[src/msc_pkg.sv]
// Shared constants, register map and carrier types of the MAC statistics block
package msc_pkg;
  localparam int NCNT = 18;

  // Register offsets
  localparam logic [7:0] OFF_NET_CTRL = 8'h00;
  localparam logic [7:0] OFF_NET_CFG  = 8'h04;
  localparam logic [7:0] OFF_PQUANT   = 8'hBC;
  localparam logic [7:0] OFF_SER_STAT = 8'hC0;

  // Counter indices
  localparam int C_RXPAUSE = 0;
  localparam int C_TXGOOD  = 1;
  localparam int C_ONECOL  = 2;
  localparam int C_MULTI   = 3;
  localparam int C_RXGOOD  = 4;
  localparam int C_FCS     = 5;
  localparam int C_ALIGN   = 6;
  localparam int C_DEFER   = 7;
  localparam int C_LATE    = 8;
  localparam int C_ABAND   = 9;
  localparam int C_STARVE  = 10;
  localparam int C_CRS     = 11;
  localparam int C_PHYERR  = 12;
  localparam int C_LONGOK  = 13;
  localparam int C_LONGBAD = 14;
  localparam int C_RUNT    = 15;
  localparam int C_SQE     = 16;
  localparam int C_TXPAUSE = 17;

  localparam logic [7:0] CNT_OFF [NCNT] = '{
    8'h3C, 8'h40, 8'h44, 8'h48, 8'h4C, 8'h50, 8'h54, 8'h58, 8'h5C,
    8'h60, 8'h64, 8'h68, 8'h74, 8'h78, 8'h7C, 8'h80, 8'h84, 8'h8C};
  localparam int CNT_W [NCNT] = '{
    16, 32, 16, 16, 24, 8, 8, 16, 8, 8, 8, 8, 8, 8, 8, 8, 8, 16};
  localparam logic [31:0] CNT_RST = 32'h0;

  // Control and configuration fields
  localparam int CTRL_RX_GATE = 2;
  localparam int CFG_SPEED    = 0;
  localparam int CFG_FULL_DUP = 1;
  localparam int CFG_LONG_OK  = 8;
  localparam logic [15:0] PQUANT_RST = 16'hFFFF;

  // Serial status word fields
  localparam int STAT_LSB = 16;
  localparam int STAT_W   = 5;

  // Frame length limits in bytes
  localparam logic [13:0] LEN_MIN      = 14'h0040;
  localparam logic [13:0] LEN_STD_MAX  = 14'h05EE;
  localparam logic [13:0] LEN_LONG_MAX = 14'h07D0;

  // Serial receive segment layout
  localparam int SEG_LEN = 10;
  localparam int SEG_DV  = 1;
  localparam int SEG_SPD = 2;

  typedef struct packed {
    logic       wr;
    logic       rd;
    logic [7:0] addr;
    logic [31:0] wdata;
  } msc_bus_s;

  typedef struct packed {
    logic        done;
    logic        crc_bad;
    logic        dribble;
    logic        sym_err;
    logic        pause;
    logic [13:0] len;
  } msc_rx_s;

  typedef struct packed {
    logic       done;
    logic       underrun;
    logic       abandoned;
    logic       late;
    logic       deferred;
    logic       crs_err;
    logic       sqe_miss;
    logic       pause;
    logic [4:0] coll;
  } msc_tx_s;
endpackage

[src/msc_sat_cnt.sv]
// Saturating clear-on-read event counter
`timescale 1ns/1ps
module msc_sat_cnt #(
  parameter int W = 8
) (
  input  wire logic         sys_clk,
  input  wire logic         rst_b,
  input  wire logic         inc,
  input  wire logic         clr,
  output logic [W-1:0]      count
);
  // Widths beyond one register word cannot be served
  if (W < 1 || W > 32) begin : g_bad_w
    $error("msc_sat_cnt width out of range");
  end

  // Clear wins over the old value, but a same-cycle event still counts
  always_ff @(posedge sys_clk or negedge rst_b) begin
    if (!rst_b) begin
      count <= W'(msc_pkg::CNT_RST);
    end else if (clr) begin
      count <= inc ? W'(1) : '0;
    end else if (inc && count != '1) begin // Hold at all ones
      count <= count + W'(1);
    end
  end
endmodule

[src/msc_ser_status.sv]
// Recovers link status bits from the serial receive stream
`timescale 1ns/1ps
module msc_ser_status (
  input  wire logic                      sys_clk,
  input  wire logic                      rst_b,
  input  wire logic                      ser_clk,
  input  wire logic                      ser_sync,
  input  wire logic                      ser_rxd,
  output logic [msc_pkg::STAT_W-1:0]     status
);
  logic [2:0]                 s1;
  logic [2:0]                 s2;
  logic                       clk_d;
  logic [3:0]                 pos;
  logic [msc_pkg::SEG_LEN-1:0] seg;
  logic                       edge_r;

  // Two-stage synchronisers for the pins
  always_ff @(posedge sys_clk or negedge rst_b) begin
    if (!rst_b) begin
      s1 <= 3'h0;
      s2 <= 3'h0;
      clk_d <= 1'b0;
    end else begin
      s1 <= {ser_clk, ser_sync, ser_rxd};
      s2 <= s1;
      clk_d <= s2[2];
    end
  end

  assign edge_r = s2[2] && !clk_d;

  // Segment bit position, restarted by the sync bit
  always_ff @(posedge sys_clk or negedge rst_b) begin
    if (!rst_b) begin
      pos <= 4'h0;
      seg <= '0;
    end else if (edge_r) begin
      seg[s2[1] ? 4'h0 : pos] <= s2[0];
      pos <= s2[1] ? 4'h1 : pos + 4'h1;
    end
  end

  // Latch status from a finished segment that carried no data, as the next one starts
  always_ff @(posedge sys_clk or negedge rst_b) begin
    if (!rst_b) begin
      status <= '0;
    end else if (edge_r && s2[1] && pos == 4'(msc_pkg::SEG_LEN) && !seg[msc_pkg::SEG_DV]) begin
      status <= {seg[msc_pkg::SEG_SPD], seg[msc_pkg::SEG_SPD+1], seg[msc_pkg::SEG_SPD+2],
                 seg[msc_pkg::SEG_SPD+3], seg[msc_pkg::SEG_SPD+4]};
    end
  end
endmodule

[src/msc_stats.sv]
// MAC statistics counter bank and serial status register
//
// What this block does
// - Each counter holds at all ones rather than wrapping.
// - Reading a counter returns its value and clears it.
// - Receive counters move only while the receive gate bit is set.
// - 16-bit counter of good received pause frames.
// - 32-bit counter of frames sent without underrun or retry overflow.
// - 16-bit counter of frames sent after exactly one collision.
// - 24-bit counter of good received frames in the legal length range.
// - 8-bit counter of whole-byte frames with bad CRC, legal length.
// - 8-bit counter of odd-bit frames with bad truncated CRC, legal length.
// - 16-bit counter of frames deferred on first try, no collision or underrun.
// - 8-bit counter of late collisions, also seen as ordinary collisions.
// - 8-bit counter of frames dropped after sixteen collisions.
// - 8-bit underrun counter; an underrun frame moves no other counter.
// - Half duplex only: 8-bit counter of carrier sense errors; such frames still count as sent.
// - 8-bit counter of frames received with the PHY error input.
// - 8-bit counter of clean over-length received frames.
// - 8-bit counter of over-length received frames with errors.
// - 8-bit counter of short frames with no CRC or alignment error.
// - Half duplex: 8-bit counter of missing collision heartbeat after send.
// - 16-bit counter of transmitted pause frames.
// - Status word bits 20..16: speed, duplex, link, jabber, false carrier.
// - Long-frame bit raises the length limit from 1518 to 2000 bytes.
//
// Strobed register access was chosen for this implementation.
`timescale 1ns/1ps
module msc_stats (
  input  wire logic              sys_clk,
  input  wire logic              rst_b,
  input  wire msc_pkg::msc_bus_s bus,
  output logic [31:0]            rd_data,
  input  wire msc_pkg::msc_rx_s  rx_ev,
  input  wire msc_pkg::msc_tx_s  tx_ev,
  input  wire logic              ser_clk,
  input  wire logic              ser_sync,
  input  wire logic              ser_rxd,
  output logic                   rx_gate,
  output logic                   long_frame_en,
  output logic                   full_duplex,
  output logic                   speed_100,
  output logic [15:0]            pause_quantum
);
  logic [msc_pkg::NCNT-1:0] inc;
  logic [msc_pkg::NCNT-1:0] clr;
  logic [31:0]              cnt_val [msc_pkg::NCNT];
  logic [msc_pkg::STAT_W-1:0] ser_stat;
  logic [31:0]              next_rd_data;
  logic [13:0]              max_len;
  logic                     len_ok;
  logic                     len_long;
  logic                     len_short;
  logic                     fcs_err;
  logic                     align_err;
  logic                     rx_clean;
  logic                     rx_go;
  logic                     tx_go;
  logic                     tx_ok;
  logic                     half;

  // Configuration and control registers
  always_ff @(posedge sys_clk or negedge rst_b) begin
    if (!rst_b) begin
      rx_gate <= 1'b0;
    end else if (bus.wr && bus.addr == msc_pkg::OFF_NET_CTRL) begin
      rx_gate <= bus.wdata[msc_pkg::CTRL_RX_GATE];
    end
  end

  always_ff @(posedge sys_clk or negedge rst_b) begin
    if (!rst_b) begin
      long_frame_en <= 1'b0;
      full_duplex <= 1'b0;
      speed_100 <= 1'b0;
    end else if (bus.wr && bus.addr == msc_pkg::OFF_NET_CFG) begin
      long_frame_en <= bus.wdata[msc_pkg::CFG_LONG_OK];
      full_duplex <= bus.wdata[msc_pkg::CFG_FULL_DUP];
      speed_100 <= bus.wdata[msc_pkg::CFG_SPEED];
    end
  end

  // Pause quantum register used by the pause generator
  always_ff @(posedge sys_clk or negedge rst_b) begin
    if (!rst_b) begin
      pause_quantum <= msc_pkg::PQUANT_RST;
    end else if (bus.wr && bus.addr == msc_pkg::OFF_PQUANT) begin
      pause_quantum <= bus.wdata[15:0];
    end
  end

  // Receive frame classification
  always_comb begin
    max_len = long_frame_en ? msc_pkg::LEN_LONG_MAX : msc_pkg::LEN_STD_MAX;
    len_short = rx_ev.len < msc_pkg::LEN_MIN;
    len_long = rx_ev.len > max_len;
    len_ok = !len_short && !len_long;
    fcs_err = rx_ev.crc_bad && !rx_ev.dribble;
    align_err = rx_ev.crc_bad && rx_ev.dribble;
    rx_clean = !rx_ev.crc_bad && !rx_ev.sym_err;
    rx_go = rx_ev.done && rx_gate;
  end

  // Transmit outcome: an underrun frame is shut out of every other counter
  always_comb begin
    half = !full_duplex;
    tx_go = tx_ev.done && !tx_ev.underrun;
    tx_ok = tx_go && !tx_ev.abandoned;
  end

  // Increment requests per counter
  always_comb begin
    inc = '0;
    inc[msc_pkg::C_RXGOOD]  = rx_go && len_ok && rx_clean;
    inc[msc_pkg::C_RXPAUSE] = rx_go && len_ok && rx_clean && rx_ev.pause;
    inc[msc_pkg::C_FCS]     = rx_go && len_ok && fcs_err;
    inc[msc_pkg::C_ALIGN]   = rx_go && len_ok && align_err;
    inc[msc_pkg::C_PHYERR]  = rx_go && rx_ev.sym_err;
    inc[msc_pkg::C_LONGOK]  = rx_go && len_long && rx_clean;
    inc[msc_pkg::C_LONGBAD] = rx_go && len_long && !rx_clean;
    inc[msc_pkg::C_RUNT]    = rx_go && len_short && !rx_ev.crc_bad;
    inc[msc_pkg::C_TXGOOD]  = tx_ok;
    inc[msc_pkg::C_ONECOL]  = tx_ok && tx_ev.coll == 5'h01;
    inc[msc_pkg::C_MULTI]   = tx_ok && tx_ev.coll > 5'h01;
    inc[msc_pkg::C_DEFER]   = tx_go && tx_ev.deferred && tx_ev.coll == 5'h00;
    inc[msc_pkg::C_LATE]    = tx_go && tx_ev.late;
    inc[msc_pkg::C_ABAND]   = tx_go && tx_ev.abandoned;
    inc[msc_pkg::C_STARVE]  = tx_ev.done && tx_ev.underrun;
    inc[msc_pkg::C_CRS]     = tx_go && tx_ev.crs_err && half;
    inc[msc_pkg::C_SQE]     = tx_go && tx_ev.sqe_miss && half;
    inc[msc_pkg::C_TXPAUSE] = tx_ok && tx_ev.pause;
  end

  // Counter bank; a read of a counter clears it
  for (genvar i = 0; i < msc_pkg::NCNT; i++) begin : g_cnt
    localparam int W = msc_pkg::CNT_W[i];
    logic [W-1:0] q;

    assign clr[i] = bus.rd && bus.addr == msc_pkg::CNT_OFF[i];

    msc_sat_cnt #(.W(W)) u_cnt (
      .sys_clk (sys_clk),
      .rst_b   (rst_b),
      .inc     (inc[i]),
      .clr     (clr[i]),
      .count   (q)
    );

    if (W == 32) begin : g_full
      assign cnt_val[i] = q;
    end else begin : g_pad
      assign cnt_val[i] = {{(32-W){1'b0}}, q};
    end
  end

  // Serial status recovery
  msc_ser_status u_ser (
    .sys_clk  (sys_clk),
    .rst_b    (rst_b),
    .ser_clk  (ser_clk),
    .ser_sync (ser_sync),
    .ser_rxd  (ser_rxd),
    .status   (ser_stat)
  );

  // Read data selection; unmapped offsets read zero
  always_comb begin
    next_rd_data = 32'h0;
    unique case (bus.addr)
      msc_pkg::OFF_NET_CTRL: next_rd_data[msc_pkg::CTRL_RX_GATE] = rx_gate;
      msc_pkg::OFF_NET_CFG: begin
        next_rd_data[msc_pkg::CFG_LONG_OK] = long_frame_en;
        next_rd_data[msc_pkg::CFG_FULL_DUP] = full_duplex;
        next_rd_data[msc_pkg::CFG_SPEED] = speed_100;
      end
      msc_pkg::OFF_PQUANT: next_rd_data[15:0] = pause_quantum;
      msc_pkg::OFF_SER_STAT: begin
        next_rd_data[msc_pkg::STAT_LSB +: msc_pkg::STAT_W] = ser_stat;
      end
      default: begin
        for (int k = 0; k < msc_pkg::NCNT; k++) begin
          if (bus.addr == msc_pkg::CNT_OFF[k]) begin
            next_rd_data = cnt_val[k];
          end
        end
      end
    endcase
  end

  // Read data stands only in the cycle after the strobe
  always_ff @(posedge sys_clk or negedge rst_b) begin
    if (!rst_b) begin
      rd_data <= 32'h0;
    end else begin
      rd_data <= bus.rd ? next_rd_data : 32'h0;
    end
  end

  // Saturated 8-bit counter stays put on further events
  sat_hold_a: assert property (@(posedge sys_clk) disable iff (!rst_b)
    cnt_val[msc_pkg::C_FCS] == 32'h0000_00FF && !clr[msc_pkg::C_FCS]
    |=> cnt_val[msc_pkg::C_FCS] == 32'h0000_00FF)
    else $error("CRC error counter left saturation");

  // Read returns the old value and the counter restarts
  read_clears_a: assert property (@(posedge sys_clk) disable iff (!rst_b)
    bus.rd && bus.addr == 8'h40 && !inc[msc_pkg::C_TXGOOD]
    |=> rd_data == $past(cnt_val[msc_pkg::C_TXGOOD]) && cnt_val[msc_pkg::C_TXGOOD] == 32'h0)
    else $error("counter read did not return and clear");

  // Event in the clearing cycle is kept
  read_keeps_a: assert property (@(posedge sys_clk) disable iff (!rst_b)
    clr[msc_pkg::C_TXGOOD] && inc[msc_pkg::C_TXGOOD] |=> cnt_val[msc_pkg::C_TXGOOD] == 32'h1)
    else $error("event lost on clear");

  // Closed receive gate freezes receive counters
  gate_freeze_a: assert property (@(posedge sys_clk) disable iff (!rst_b)
    !rx_gate && !clr[msc_pkg::C_RXGOOD] |=> $stable(cnt_val[msc_pkg::C_RXGOOD]))
    else $error("receive counter moved with gate closed");

  // Pause frames counted are always good frames too
  pause_good_a: assert property (@(posedge sys_clk) disable iff (!rst_b)
    inc[msc_pkg::C_RXPAUSE] |-> rx_gate && rx_ev.pause && !rx_ev.crc_bad && !rx_ev.sym_err
    && rx_ev.len >= 14'h0040 && rx_ev.len <= (long_frame_en ? 14'h07D0 : 14'h05EE))
    else $error("bad pause frame counted");

  // Underrun frame touches only its own counter
  starve_only_a: assert property (@(posedge sys_clk) disable iff (!rst_b)
    tx_ev.done && tx_ev.underrun
    |-> inc[msc_pkg::C_STARVE] && !inc[msc_pkg::C_TXGOOD] && !inc[msc_pkg::C_CRS]
        && !inc[msc_pkg::C_ABAND] && !inc[msc_pkg::C_LATE] && !inc[msc_pkg::C_SQE]
        && !inc[msc_pkg::C_ONECOL] && !inc[msc_pkg::C_MULTI] && !inc[msc_pkg::C_DEFER] && !inc[msc_pkg::C_TXPAUSE])
    else $error("underrun frame counted elsewhere");

  // Duplex gating of carrier and heartbeat counters
  half_only_a: assert property (@(posedge sys_clk) disable iff (!rst_b)
    full_duplex |-> !inc[msc_pkg::C_CRS] && !inc[msc_pkg::C_SQE])
    else $error("half duplex counter moved in full duplex");

  // Length limit follows the long-frame bit
  long_limit_a: assert property (@(posedge sys_clk) disable iff (!rst_b)
    rx_go && rx_clean && rx_ev.len == 14'h07D0
    |-> (long_frame_en ? inc[msc_pkg::C_RXGOOD] : inc[msc_pkg::C_LONGOK]))
    else $error("2000-byte frame classified wrongly");

  // Narrow counter reads show zero above its width
  high_zero_a: assert property (@(posedge sys_clk) disable iff (!rst_b)
    bus.rd && bus.addr == 8'h50 |=> rd_data[31:8] == 24'h0)
    else $error("bits above counter width not zero");

  // Status word keeps reserved bits clear
  stat_shape_a: assert property (@(posedge sys_clk) disable iff (!rst_b)
    bus.rd && bus.addr == 8'hC0 |=> rd_data[31:21] == 11'h0 && rd_data[15:0] == 16'h0
    && rd_data[20:16] == $past(ser_stat))
    else $error("status word malformed");

  // Every frame sent without underrun or retry overflow steps the count
  tx_count_step_a: assert property (@(posedge sys_clk) disable iff (!rst_b)
    tx_ev.done && !tx_ev.underrun && !tx_ev.abandoned && !clr[msc_pkg::C_TXGOOD]
    |=> cnt_val[msc_pkg::C_TXGOOD] == $past(cnt_val[msc_pkg::C_TXGOOD]) + 32'h1)
    else $error("good transmit not counted");

  // Single collision count needs exactly one collision and a clean send
  one_coll_a: assert property (@(posedge sys_clk) disable iff (!rst_b)
    inc[msc_pkg::C_ONECOL]
    |-> tx_ev.coll == 5'h01 && !tx_ev.underrun && !tx_ev.abandoned)
    else $error("single collision counted wrongly");

  // Good frame of legal length is counted
  rx_good_a: assert property (@(posedge sys_clk) disable iff (!rst_b)
    rx_gate && rx_ev.done && !rx_ev.crc_bad && !rx_ev.sym_err && rx_ev.len >= 14'h0040
    |-> rx_ev.len > 14'h05EE || inc[msc_pkg::C_RXGOOD])
    else $error("good frame not counted");

  // CRC error count takes whole-byte frames of legal length only
  fcs_only_a: assert property (@(posedge sys_clk) disable iff (!rst_b)
    inc[msc_pkg::C_FCS]
    |-> rx_ev.crc_bad && !rx_ev.dribble && rx_ev.len >= 14'h0040 && rx_ev.len <= 14'h07D0)
    else $error("CRC error counted wrongly");

  // Alignment count takes odd-bit frames with bad CRC
  align_only_a: assert property (@(posedge sys_clk) disable iff (!rst_b)
    inc[msc_pkg::C_ALIGN]
    |-> rx_ev.crc_bad && rx_ev.dribble && rx_ev.len >= 14'h0040 && rx_ev.len <= 14'h07D0)
    else $error("alignment error counted wrongly");

  // Deferral count excludes collided and underrun frames
  defer_only_a: assert property (@(posedge sys_clk) disable iff (!rst_b)
    inc[msc_pkg::C_DEFER]
    |-> tx_ev.deferred && tx_ev.coll == 5'h00 && !tx_ev.underrun)
    else $error("deferral counted wrongly");

  // Late collision in a sent frame is counted
  late_count_a: assert property (@(posedge sys_clk) disable iff (!rst_b)
    tx_ev.done && tx_ev.late && !tx_ev.underrun
    |-> inc[msc_pkg::C_LATE])
    else $error("late collision missed");

  // Frame dropped after sixteen collisions is counted, not as sent
  tx_abandon_a: assert property (@(posedge sys_clk) disable iff (!rst_b)
    tx_ev.done && tx_ev.abandoned && !tx_ev.underrun
    |-> inc[msc_pkg::C_ABAND] && !inc[msc_pkg::C_TXGOOD])
    else $error("abandoned frame counted wrongly");

  // PHY error during an admitted frame is counted
  phy_err_a: assert property (@(posedge sys_clk) disable iff (!rst_b)
    rx_gate && rx_ev.done && rx_ev.sym_err
    |-> inc[msc_pkg::C_PHYERR])
    else $error("PHY error frame missed");

  // Clean over-length count needs an error-free long frame
  long_clean_a: assert property (@(posedge sys_clk) disable iff (!rst_b)
    inc[msc_pkg::C_LONGOK]
    |-> rx_ev.len > 14'h05EE && !rx_ev.crc_bad && !rx_ev.sym_err)
    else $error("clean long frame counted wrongly");

  // Faulty over-length count needs a long frame with an error
  long_bad_a: assert property (@(posedge sys_clk) disable iff (!rst_b)
    inc[msc_pkg::C_LONGBAD]
    |-> rx_ev.len > 14'h05EE && (rx_ev.crc_bad || rx_ev.sym_err))
    else $error("faulty long frame counted wrongly");

  // Short frame count excludes CRC and alignment errors
  runt_only_a: assert property (@(posedge sys_clk) disable iff (!rst_b)
    inc[msc_pkg::C_RUNT]
    |-> rx_ev.len < 14'h0040 && !rx_ev.crc_bad)
    else $error("short frame counted wrongly");

  // Missing heartbeat in half duplex is counted
  sqe_count_a: assert property (@(posedge sys_clk) disable iff (!rst_b)
    !full_duplex && tx_ev.done && tx_ev.sqe_miss && !tx_ev.underrun
    |-> inc[msc_pkg::C_SQE])
    else $error("heartbeat miss not counted");

  // Pause frame sent is counted along with the good frame
  tx_pause_a: assert property (@(posedge sys_clk) disable iff (!rst_b)
    tx_ev.done && tx_ev.pause && !tx_ev.underrun && !tx_ev.abandoned
    |-> inc[msc_pkg::C_TXPAUSE] && inc[msc_pkg::C_TXGOOD])
    else $error("sent pause frame not counted");

  // Closed receive gate holds back the pause, CRC error, alignment and PHY error counts
  gate_all_a: assert property (@(posedge sys_clk) disable iff (!rst_b)
    !rx_gate
    |-> !inc[msc_pkg::C_RXPAUSE] && !inc[msc_pkg::C_FCS] && !inc[msc_pkg::C_ALIGN] && !inc[msc_pkg::C_PHYERR])
    else $error("receive event counted with gate closed");
endmodule

[config.mk]
export PLATFORM = sky130hd
export DESIGN_NAME = msc_stats
export DESIGN_NICKNAME = d
export VERILOG_FILES = /design/src/msc_pkg.sv /design/src/msc_sat_cnt.sv /design/src/msc_ser_status.sv /design/src/msc_stats.sv
export SDC_FILE = /design/constraint.sdc
export NUM_CORES = 1
export LEC_CHECK = 0
export BUFFER_PORTS_ARGS = -buffer_cell sky130_fd_sc_hd__buf_2
export CAP_MARGIN = 20
export CORE_AREA = 4 4 192 194
export CTS_BUF_LIST = sky130_fd_sc_hd__clkbuf_8 sky130_fd_sc_hd__clkbuf_16
export DETAILED_ROUTE_END_ITERATION = 16
export DIE_AREA = 0 0 196 198
export HOLD_SLACK_MARGIN = 0.05
export PLACE_DENSITY = 0.71
export SETUP_SLACK_MARGIN = 0.4
export SYNTH_ARGS = -nofsm -noshare
export SYNTH_HDL_FRONTEND = slang
export SYNTH_SLANG_ARGS = --single-unit
[constraint.sdc]
create_clock -name sys_clk -period 3.2 [get_ports sys_clk]
set_clock_uncertainty 0.15 [all_clocks]
set_input_delay 0.64 -clock sys_clk [delete_from_list [all_inputs] [get_ports sys_clk]]
set_output_delay 0.64 -clock sys_clk [all_outputs]
set_load 0.05 [all_outputs]
==> results.py, run 1 <==
metrics = {
    "status": {
        "status": "completed",
    },
    "critical_path": {
        "rr_startpoint": "long_frame_en$_DFFE_PN0P_",
        "rrSetupSlack_ns": 0.47,
        "slowest_stage": "or4_1",
        "cp_cell_sequence": "inv_2 -> ha_1 -> nand3_1 -> o21bai_1 -> nand3_1 -> a21oi_1 -> buf_12 -> or4_1 -> a21oi_1",
        "slowest_delay_ns": 0.51,
        "arrival_ns": 3.03,
        "cp.required_ns": 3.50,
        "crit_fanout": 21,
        "end_kind": "register",
        "r2r-end": "g_cnt[13].u_cnt.count[7]$_DFFE_PN0P_",
        "worst_setup_path_start_kind": "register",
        "worstSetupPathType": "reg2reg",
        "reg2reg_depth": 9,
    },
    "logic_synthesis": {
        "synth-edff-count": 0,
        "yosys_warnings": 0,
        "ys_types": 106,
        "synth_flop_cell": "dfrtp_1",
        "synth_area_per_cell_sq_um": 9.247,
        "ys_ff_latch": 298,
        "postSynthCellCount": 1878,
        "synthArstFlopShare": 1.000,
        "syn_area_sq_um": 17370,
        "synth_nets": 1983,
        "ys_seq_area_frac": 0.4305,
    },
    "floorplanning": {
        "coreArea_sq_um": 35220,
        "ios": 131,
        "rows": 69,
        "die_x_microns": 196,
        "start_util": 0.4930,
        "dieArea_sq_um": 38810,
        "die_y_microns": 198,
    },
    "power_and_ir_drop": {
        "p_sw_mw": 2.664,
        "p_per_area_nw_per_um2": 477.9,
        "p_leak_nw": 8.840,
        "p_int_mw": 6.988,
        "seq_power_share": 0.461,
        "power_frac_comb": 0.107,
        "pwr-share-clk": 0.432,
        "peakVddDrop_mv": 0.4546,
        "switching_share": 0.2760,
    },
    "drt": {
        "wl_per_cell_microns": 21.22,
        "final_antenna_net_count": 0,
        "drt_iter0_drc": 1214,
        "num_vias": 16010,
        "dr.pass1.iters": 7,
        "drt_wl_total_mm": 53.57,
        "drc": 0,
        "via_per_inst": 6.344,
    },
    "worst_hold_path": {
        "min_to": "u_ser.s1[2]$_DFF_PN0_",
        "min_delay_path_depth": 1,
        "hold_class": "in2reg",
        "hold_start": "ser_clk",
    },
    "grt": {
        "grt_first_pass_wirelength_mm": 85.42,
        "grt_pass1_vias": 15710,
        "grt-ovfl-total": 0,
        "grt_max_degree": 82,
        "grtUsageTotal": 0.2721,
        "antenna_found_initial": 1,
    },
    "finish": {
        "final_area_sq_um": 20200,
        "final_cells": 2524,
        "area_growth_pct": 16.29,
        "drive_gt1_frac": 0.1861,
        "fillers": 3085,
        "multi_input_area_sq_um": 9410,
        "antenna_cells": 0,
        "regArea_sq_um": 7478,
        "final_cell_mix": "dfrtp_1 (281), nor2_1 (218), nand2_1 (166)",
        "layout_commonest_cell": "dfrtp_1",
        "layout.nets": 2141,
    },
    "sta": {
        "setup_viol": 0,
        "fin_crit_sh": 0.8519,
        "period_minus_slack_ns": 2.726,
        "clock.fmax_mhz": 366.8,
        "maxSlewHeadroom": 0.4347,
        "fin_setup_tns_ns": 0,
        "tightestPinTransition_ns": 0.8347,
        "rsz0062_at_grt": "true",
        "finalHoldViolations": 0,
        "slew_viol_final": 0,
    },
    "clocking": {
        "clkTransAtPathRegs_ns": 0.06,
        "cts.path.max_buffers": 3,
        "numClockSinks": 298,
        "root_buffer": "clkbuf_16",
        "clk_latency_ns": 0.54,
        "cts_tree": "built",
        "cts_max_level": 2,
        "numCtsBuffers": 36,
    },
    "placement": {
        "port_buffers": 114,
        "place_inst": 2452,
        "finalWeightedCongestion": 0.9824,
        "place_area_sq_um": 18860,
        "post-dp-hpwl_mm": 39.30,
    },
    "run": {
        "drv_cap": 0,
    },
}
[power groups by stage]
stage / logic, mW / registers [mW] / clock network [mW]
finish: 1.03 / 4.45 / 4.17
CTS: 1.03 / 4.44 / 4.24
floorplan: 0.633 / 4.41 / 0
global placement: 0.982 / 4.49 / 0
global route: 1.16 / 4.49 / 4.41
detailed placement: 1.02 / 4.51 / 0
[kinds of logic (layout without fill, tap and decap cells)]
family / after synthesis / in the layout / synth area share
DFF: 298 / 298 / 0.4305
xor gates and xnor gates: 113 / 113 / 0.05699
muxes: 58 / 58 / 0.03754
adders and majority gates: 26 / 26 / 0.01873
buffers and inverters: 123 / 308 / 0.03120
AOI/OAI and AO/OA: 434 / 434 / 0.1702
and+or+nand+nor: 826 / 826 / 0.2548
[cells in the mapped netlist, types with 24 or more instances]
master / count / area, sq um
and3_1: 31 / 193.9
or3_1: 45 / 281.5
o211ai_1: 28 / 210.2
ha_1: 26 / 325.3
nand2_1: 166 / 623.1
nor3_1: 28 / 140.1
mux2_2: 35 / 394.1
xnor2_1: 44 / 385.4
o21ai_0: 79 / 395.4
clkbuf_1: 42 / 157.7
nand4_1: 53 / 331.6
inv_1: 33 / 123.9
nand3_1: 115 / 575.6
a21oi_1: 99 / 495.5
or4_1: 32 / 240.2
xor2_1: 69 / 604.3
o22ai_1: 32 / 200.2
buf_2: 37 / 185.2
o31ai_1: 24 / 180.2
nor2_1: 218 / 818.3
dfrtp_1: 282 / 7057
[metal layers]
| layer | GRT usage | vias to the layer above | part of all wire |
|---|---|---|---|
| met2 | 0.4467 | 688 | 0.47 |
| met5 | 0 | - | 0.00021 |
| li1 | - | 7331 | - |
| met4 | 0.1337 | 2 | 0.054 |
| met3 | 0.04696 | 146 | 0.071 |
| met1 | 0.3508 | 7846 | 0.40 |
[repair_timing]
item,in CTS,in global routing
hold buffers,1,0
pin swaps,0,4
endpoints found under the setup margin,20,35
gates resized for setup,4,7
hold endpoints to repair,45,0
buffers inserted,0,6
[through the flow]
| stage | util | setup WS, ns | hold slack (ns) | power [mW] |
|---|---|---|---|---|
| global placement | 0.5355 | 0.1895 | 0.1858 | 5.475 |
| global route | 0.5734 | 0.3687 | 0.05495 | 10.06 |
| floorplan | - | 0.4311 | 0.1812 | 5.040 |
| CTS | 0.5710 | 0.3981 | 0.05023 | 9.715 |
| finish | 0.5734 | 0.4738 | 0.06784 | 9.652 |
| detailed placement | 0.5355 | 0.1233 | 0.1847 | 5.527 |
[sequential cells by signal, summed over array words and instances (netlist names)]
signal / flops
long_frame_en: 1
pause_quantum: 16
u_ser.status: 5
rx_gate: 1
u_ser.seg: 6
u_ser.s1: 3
u_ser.s2: 3
u_ser.pos: 4
rd_data: 32
u_ser.clk_d: 1
speed_100: 1
full_duplex: 1
g_cnt.u_cnt.count: 224
[worst max-delay path: cells and delay by family (launching register included)]
kind	cells	cell delay, ns
buffers and inverters	2	0.26
AO/OA/AOI/OAI	3	0.56
flip-flops	1	0.45
AND/OR/NAND/NOR	3	0.90
adder cells (fa/ha/maj)	1	0.29
[cell type report]
| cell class | instances | area share |
|---|---|---|
| clock buffers | 47 | 0.05266 |
| clock inverters | 18 | 0.007682 |
| inverters | 34 | 0.006319 |
| multi-input cells | 1457 | 0.4660 |
| flip-flops and latches | 298 | 0.3703 |
| well taps | 461 | 0.02856 |
| repair buffers | 209 | 0.06852 |
[how the worst max path moves through the flow]
stage	from	cells past startpoint	endpoint	slack (ns)
final	long_frame_en$_DFFE_PN0P_	9	g_cnt[13].u_cnt.count[7]$_DFFE_PN0P_	0.47
after global placement	rx_ev[9]	9	g_cnt[0].u_cnt.count[5]$_DFFE_PN0P_	0.19
after global routing	long_frame_en$_DFFE_PN0P_	9	g_cnt[14].u_cnt.count[7]$_DFFE_PN0P_	0.37
after CTS	long_frame_en$_DFFE_PN0P_	9	g_cnt[4].u_cnt.count[21]$_DFFE_PN0P_	0.40
after detailed placement	rx_ev[9]	9	g_cnt[0].u_cnt.count[6]$_DFFE_PN0P_	0.12
after floorplan	long_frame_en$_DFFE_PN0P_	10	g_cnt[4].u_cnt.count[21]$_DFFE_PN0P_	0.43
No activity file was read; power rests on OpenSTA's default activity.
==> run 2, diff against run 1 <==
--- a/config.mk
+++ b/config.mk
@@ -7,13 +7,14 @@
 export LEC_CHECK = 0
 export BUFFER_PORTS_ARGS = -buffer_cell sky130_fd_sc_hd__buf_2
 export CAP_MARGIN = 20
-export CORE_AREA = 4 4 192 194
+export CORE_AREA = 4 4 199 201
 export CTS_BUF_LIST = sky130_fd_sc_hd__clkbuf_8 sky130_fd_sc_hd__clkbuf_16
 export DETAILED_ROUTE_END_ITERATION = 16
-export DIE_AREA = 0 0 196 198
+export DIE_AREA = 0 0 203 205
 export HOLD_SLACK_MARGIN = 0.05
 export PLACE_DENSITY = 0.71
 export SETUP_SLACK_MARGIN = 0.4
 export SYNTH_ARGS = -nofsm -noshare
 export SYNTH_HDL_FRONTEND = slang
+export SYNTH_HIERARCHICAL = 1
 export SYNTH_SLANG_ARGS = --single-unit
==> run 2 against run 1 <==
  * Critical path depth is 6 higher
  * Clock power decreased by 5%
  * Power rose by 0.33%
  * Largest power group unchanged
==> results.py, run 2 <==
metrics = {
    "sta": {
        "fin_setup_tns_ns": 0,
        "setup_viol": 0,
        "slew_viol_final": 0,
        "period_minus_slack_ns": 3.003,
        "maxSlewHeadroom": 0.2760,
        "layout_setup_ws_ns": 0.1968,
        "clock.fmax_mhz": 333.0,
        "rsz0062_at_grt": "true",
        "finalHoldViolations": 0,
        "fin_crit_sh": 0.9385,
        "tightestPinTransition_ns": 1.078,
    },
    "drt": {
        "num_vias": 17920,
        "dr.pass1.iters": 6,
        "drt_iter0_drc": 2369,
        "wl_per_cell_microns": 22.18,
        "drc": 0,
        "drt_wl_total_mm": 60.55,
        "via_per_inst": 6.564,
        "final_antenna_net_count": 0,
    },
    "finish": {
        "final_area_sq_um": 22480,
        "final_cells": 2730,
        "largestRegisters": "g_cnt.u_cnt/count (224), rd_data (32), pause_quantum (16)",
        "top_register": "g_cnt.u_cnt/count",
        "fillers": 3181,
        "area_growth_pct": 19.74,
        "antenna_cells": 0,
        "final_cell_mix": "dfrtp_1 (281), nor2_1 (149), buf_4 (134)",
        "largest_reg_flops": 224,
        "drive_gt1_frac": 0.2686,
        "layout.nets": 2298,
        "layout_commonest_cell": "dfrtp_1",
    },
    "placement": {
        "place_ws_ns": -0.2741,
        "post-dp-hpwl_mm": 44.07,
        "port_buffers": 114,
        "place_inst": 2649,
        "finalWeightedCongestion": 0.9952,
        "place_area_sq_um": 20650,
    },
    "logic_synthesis": {
        "yosysMostFrequentCell": "dfrtp_1",
        "synth-edff-count": 0,
        "synth_top_family_by_area": "simple AND/OR/NAND/NOR gates",
        "postSynthCellCount": 2000,
        "yosys.area_share.xor_xnor": 0.009328,
        "ys_ff_latch": 298,
        "synthArstFlopShare": 1.000,
        "synthSimpleGateAreaFrac": 0.2753,
        "synth.area.top_cells": "dfrtp_1 (38%), a21oi_1 (3.7%), nor2_1 (3.0%), mux2_2 (2.9%), nand2_1 (2.5%)",
        "synth_nets": 2105,
        "synth_flop_cell": "dfrtp_1",
        "synth_adder_area_share": 0.01732,
        "synth_area_per_cell_sq_um": 9.389,
        "synth_top_area_frac": 0.3758,
        "syn_area_sq_um": 18780,
        "synth_top_cell_by_area": "dfrtp_1",
        "synth.top_cells.by_count": "dfrtp_1 (282), nor2_1 (152), a21oi_1 (140), nand2_1 (127), o21ai_0 (85)",
        "synth.area.mux_share": 0.04911,
        "synth-compound-area-share": 0.2070,
        "yosys_warnings": 6,
        "ys_types": 101,
        "ys_seq_area_frac": 0.3982,
    },
    "clocking": {
        "cts_max_level": 2,
        "clk_latency_ns": 0.56,
        "clkTransAtPathRegs_ns": 0.06,
        "numClockSinks": 298,
        "cts.path.max_buffers": 3,
        "numCtsBuffers": 34,
        "cts_tree": "built",
        "root_buffer": "clkbuf_16",
    },
    "grt": {
        "grt-ovfl-total": 0,
        "grt_max_degree": 69,
        "grt_pass1_vias": 16990,
        "grtUsageTotal": 0.2837,
        "grt_first_pass_wirelength_mm": 95.21,
        "antenna_found_initial": 0,
    },
    "status": {
        "status": "completed",
    },
    "floorplanning": {
        "die_x_microns": 203,
        "ios": 131,
        "start_util": 0.4997,
        "coreArea_sq_um": 37580,
        "die_y_microns": 205,
        "rows": 71,
        "dieArea_sq_um": 41620,
    },
    "critical_path": {
        "crit_path_frequent_cell": "buf_4",
        "worstSetupPathType": "reg2reg",
        "arrival_ns": 3.29,
        "slowest_stage": "dfrtp_2",
        "crit_fanout": 4,
        "worst_setup_path_start_kind": "register",
        "critPathLaunch": "long_frame_en$_DFFE_PN0P_",
        "rr_startpoint": "long_frame_en$_DFFE_PN0P_",
        "slowest_delay_ns": 0.44,
        "cp_cell_sequence": "buf_4 -> ha_4 -> nand4_1 -> o31ai_4 -> a221oi_4 -> nor3_2 -> buf_4 -> and3_4 -> buf_6 -> nand3_4 -> buf_4 -> buf_4 -> nor2_4 -> nand3_2 -> mux2_4",
        "cp.required_ns": 3.48,
        "end_kind": "register",
    },
    "power_and_ir_drop": {
        "power_mw": 9.684,
        "p_leak_nw": 9.196,
        "peakVddDrop_mv": 0.3202,
        "p_per_area_nw_per_um2": 430.7,
    },
    "worst_hold_path": {
        "hold_start": "ser_clk",
        "hold_class": "in2reg",
    },
    "run": {
        "drv_cap": 0,
    },
}
[run 2: changes by cell type after synthesis, sizes merged, moves of 25 or more]
cell | before | now
nor2 | 225 | 156
xor2 | 69 | 15
nand2b | 9 | 54
a21oi | 99 | 141
nand2 | 168 | 127
nand3 | 116 | 76
xnor2 | 44 | 5
nor3 | 34 | 69
inv | 33 | 67
a211oi | 9 | 39
buf | 44 | 69
o22ai | 33 | 8
[run 2: worst max-delay path, delay by kind of cell (launching register included)]
family | cells | cell delay (ns)
AO/OA/AOI/OAI | 2 | 0.32
flip-flops | 1 | 0.44
adder cells (fa/ha/maj) | 1 | 0.26
buffers and inverters | 5 | 0.72
AND/OR/NAND/NOR | 6 | 0.68
multiplexers | 1 | 0.31
[run 2: cell families (layout without fill, tap and decap cells)]
| group | after synthesis | count (layout) |
|---|---|---|
| DFF | 298 | 298 |
| AOI/OAI and AO/OA | 547 | 547 |
| muxes | 83 | 83 |
| adders and majority gates | 26 | 26 |
| xor gates and xnor gates | 20 | 20 |
| and+or+nand+nor | 847 | 847 |
| buffers and inverters | 179 | 398 |
[run 2: where the power goes]
part           switching [mW]  leakage [nW]  internal (mW)
Clock                    1.64         0.607           2.34
Combinational           0.645          4.68          0.476
Sequential              0.532          3.91           4.05
[run 2: cell type report]
| cell class | count | area [sq um] | area share |
|---|---|---|---|
| multi-input cells | 1523 | 11080 | 0.4930 |
| flip-flops and latches | 298 | 7478 | 0.3326 |
| repair buffers | 269 | 1889 | 0.08403 |
| clock buffers | 43 | 985.9 | 0.04385 |
| well taps | 511 | 639.4 | 0.02844 |
| inverters | 67 | 254.0 | 0.01130 |
| clock inverters | 19 | 152.6 | 0.006789 |
[run 2: worst paths after layout]
check,slack (ns),cells after the start,endpoint
worst max-delay path,0.20,15,g_cnt[0].u_cnt/count[15]$_DFFE_PN0P_
worst min-delay path,0.09,1,u_ser/s1[2]$_DFF_PN0_
worst max register to register,0.20,15,g_cnt[0].u_cnt/count[15]$_DFFE_PN0P_
worst min register to register,0.20,0,u_ser/s2[1]$_DFF_PN0_
max in group asynchronous,1.58,3,pause_quantum[13]$_DFFE_PN1P_
min in group asynchronous,0.48,2,g_cnt[7].u_cnt/count[0]$_DFFE_PN0P_
[run 2: through the flow]
step           hold WS, ns  utilization
2_1_floorplan       0.1812            -
3_3_place_gp        0.1833       0.5496
3_5_place_dp        0.1927       0.5496
4_1_cts            0.06182       0.5864
5_1_grt            0.06771       0.5983
6_report           0.09228       0.5983
[run 2: metal layers]
metal  part of all wire  vias up  track usage
li1                   -     8087            -
met1               0.43     8817       0.4094
met2               0.45      880       0.4428
met3              0.087      135      0.04987
met4              0.029        0      0.07856
met5                  0        -            0
[run 2: repair_timing]
item / in CTS / in global routing
gates resized for setup: 45 / 70
endpoints found under the hold margin: 58 / 0
setup endpoints to repair: 55 / 68
buffers inserted: 3 / 13
pin swaps: 29 / 42
hold buffers: 3 / 0
==> run 3, diff against run 2 <==
--- a/config.mk
+++ b/config.mk
@@ -7,10 +7,11 @@
 export LEC_CHECK = 0
 export BUFFER_PORTS_ARGS = -buffer_cell sky130_fd_sc_hd__buf_2
 export CAP_MARGIN = 20
-export CORE_AREA = 4 4 199 201
+export CORE_AREA = 2 2 197 199
 export CTS_BUF_LIST = sky130_fd_sc_hd__clkbuf_8 sky130_fd_sc_hd__clkbuf_16
 export DETAILED_ROUTE_END_ITERATION = 16
-export DIE_AREA = 0 0 203 205
+export DIE_AREA = 0 0 199 201
+export GPL_TIMING_DRIVEN = 0
 export HOLD_SLACK_MARGIN = 0.05
 export PLACE_DENSITY = 0.71
 export SETUP_SLACK_MARGIN = 0.4
==> run 3 against run 2 <==
  * Largest power group unchanged
  * Critical path type unchanged
  * Via count grew 0.35%
  * Sequential power shrank 1%
  * Cell area shrank 2.6%
  * First-iteration DRC count shrank 12%
  * Setup slack lost 0.18 ns
  * Combinational power grew 8%
  * Clock power grew 4%
  * Global-route usage grew 2.6 points
  * Maximum frequency shrank 5.6%
  * Core utilization shrank 2.4 points
==> results.py, run 3 (synthesis results as in run 2) <==
metrics = {
    "finish": {
        "top_register": "g_cnt.u_cnt/count",
        "final_cell_mix": "dfrtp_1 (281), buf_2 (150), nor2_1 (147)",
        "largest_reg_flops": 224,
        "fillers": 3299,
        "area_growth_pct": 16.58,
        "final_cells": 2730,
        "final_area_sq_um": 21890,
        "layout_commonest_cell": "dfrtp_1",
        "multi_input_area_sq_um": 10800,
        "drive_gt1_frac": 0.2270,
        "layout.nets": 2288,
        "largestRegisters": "g_cnt.u_cnt/count (224), rd_data (32), pause_quantum (16)",
        "regArea_sq_um": 7478,
        "utilization": 0.5745,
    },
    "clocking": {
        "cts_max_level": 2,
        "root_buffer": "clkbuf_16",
        "cts_tree": "built",
        "numCtsBuffers": 37,
        "numClockSinks": 298,
        "clk_latency_ns": 0.58,
        "clkTransAtPathRegs_ns": 0.06,
        "cts.path.max_buffers": 3,
    },
    "sta": {
        "rsz0062_at_grt": "true",
        "maxSlewHeadroom": 0.2902,
        "finalHoldViolations": 0,
        "slew_viol_final": 0,
        "clock.fmax_mhz": 314.4,
        "period_minus_slack_ns": 3.180,
        "setup_viol": 0,
        "fin_crit_sh": 0.9939,
        "layout_setup_ws_ns": 0.01955,
        "tightestPinTransition_ns": 1.057,
        "fin_setup_tns_ns": 0,
        "whs_ns": 0.1456,
    },
    "critical_path": {
        "rrSetupSlack_ns": 0.02,
        "end_kind": "register",
        "reg2reg_depth": 15,
        "worst_setup_path_start_kind": "register",
        "r2r-end": "g_cnt[0].u_cnt/count[11]$_DFFE_PN0P_",
        "cp_cell_sequence": "inv_4 -> ha_4 -> and4_4 -> nand2_4 -> o31ai_4 -> a221oi_2 -> nor3_2 -> buf_4 -> and3_4 -> buf_6 -> nand3_4 -> or2_1 -> buf_6 -> or4_1 -> a21oi_1",
        "slowest_delay_ns": 0.44,
        "slowest_stage": "dfrtp_2",
        "rr_startpoint": "long_frame_en$_DFFE_PN0P_",
        "worstSetupPathType": "reg2reg",
        "crit_fanout": 7,
        "cp.required_ns": 3.54,
        "arrival_ns": 3.52,
        "crit_path_frequent_cell": "buf_6",
    },
    "power_and_ir_drop": {
        "power_mw": 9.861,
        "p_leak_nw": 9.006,
        "peakVddDrop_mv": 0.3417,
        "p_per_area_nw_per_um2": 450.5,
    },
    "grt": {
        "antenna_found_initial": 1,
        "grt-ovfl-total": 0,
        "grt_first_pass_wirelength_mm": 96.26,
        "grtUsageTotal": 0.3098,
        "grt_max_degree": 80,
        "grt_pass1_vias": 17060,
    },
    "worst_hold_path": {
        "hold_class": "in2reg",
        "min_delay_path_depth": 2,
        "min_to": "pause_quantum[13]$_DFFE_PN1P_",
        "hold_start": "bus[13]",
    },
    "floorplanning": {
        "dieArea_sq_um": 40000,
        "die_x_microns": 199,
        "die_y_microns": 201,
        "coreArea_sq_um": 38110,
        "start_util": 0.4928,
        "rows": 72,
        "ios": 131,
    },
    "placement": {
        "place_area_sq_um": 20170,
        "place_inst": 2633,
        "port_buffers": 111,
        "post-dp-hpwl_mm": 45.33,
        "place_ws_ns": -0.9706,
        "finalWeightedCongestion": 1.017,
    },
    "drt": {
        "via_per_inst": 6.586,
        "dr.pass1.iters": 7,
        "drc": 0,
        "drt_wl_total_mm": 62.12,
        "drt_iter0_drc": 2079,
        "final_antenna_net_count": 0,
        "num_vias": 17980,
        "wl_per_cell_microns": 22.75,
    },
    "status": {
        "status": "completed",
    },
    "run": {
        "drv_cap": 0,
    },
}
[run 3: changes by cell type in the layout (fill, tap and decap cells not counted), moves of 6 or more]
cell,delta
clkbuf_2,+14
a21oi_2,-11
a21oi_1,+11
nor3_1,+10
buf_4,-92
clkbuf_1,+28
buf_2,+37
o21ai_0,+6
buf_12,-8
nor3_2,-10
[run 3: area by class of cell]
type                       count  share of cell area
multi-input combinational   1523              0.4933
clock inverter                24            0.008230
sequential                   298              0.3416
tap                          518             0.02961
clock buffer                  43             0.04658
inverter                      67             0.01160
antenna                        1           0.0001143
buffer                       112             0.02841
timing repair buffer         144             0.04052
[run 3: routing by layer]
layer / track usage / wire length (microns) / vias to the layer above
li1: - / - / 8096
met1: 0.4180 / 25960 / 8845
met2: 0.4684 / 27440 / 865
met3: 0.05880 / 5338 / 175
met4: 0.1706 / 3378 / 0
met5: 0 / 0 / -
[run 3: critical path, delay by kind of cell (launching register included)]
kind                     cells  cell delay [ns]
AO/OA/AOI/OAI                3             0.43
adder cells (fa/ha/maj)      1             0.25
buffers and inverters        4             0.50
flip-flops                   1             0.44
AND/OR/NAND/NOR              7             1.34
[run 3: timing repair]
item / 4_1_cts / 5_1_grt
pin swaps: 10 / 10
resized for setup: 44 / 41
hold endpoints to repair: 66 / 0
endpoints found under the setup margin: 150 / 124
hold buffers: 4 / 0
setup buffers: 14 / 11
[run 3: worst max path at each step]
stage / startpoint / endpoint / cells past startpoint
after detailed placement: rx_ev[2] / g_cnt[0].u_cnt/count[11]$_DFFE_PN0P_ / 14
after global routing: long_frame_en$_DFFE_PN0P_ / g_cnt[0].u_cnt/count[11]$_DFFE_PN0P_ / 15
after floorplan: long_frame_en$_DFFE_PN0P_ / g_cnt[0].u_cnt/count[11]$_DFFE_PN0P_ / 14
after CTS: long_frame_en$_DFFE_PN0P_ / g_cnt[0].u_cnt/count[11]$_DFFE_PN0P_ / 15
final: long_frame_en$_DFFE_PN0P_ / g_cnt[0].u_cnt/count[11]$_DFFE_PN0P_ / 15
after global placement: rst_b / long_frame_en$_DFFE_PN0P_ / 1
[run 3: power by group]
group	total (mW)	switching [mW]	leakage, nW	internal (mW)
Sequential	4.53	0.475	3.91	4.05
Clock	4.13	1.69	0.651	2.44
Combinational	1.21	0.721	4.44	0.488
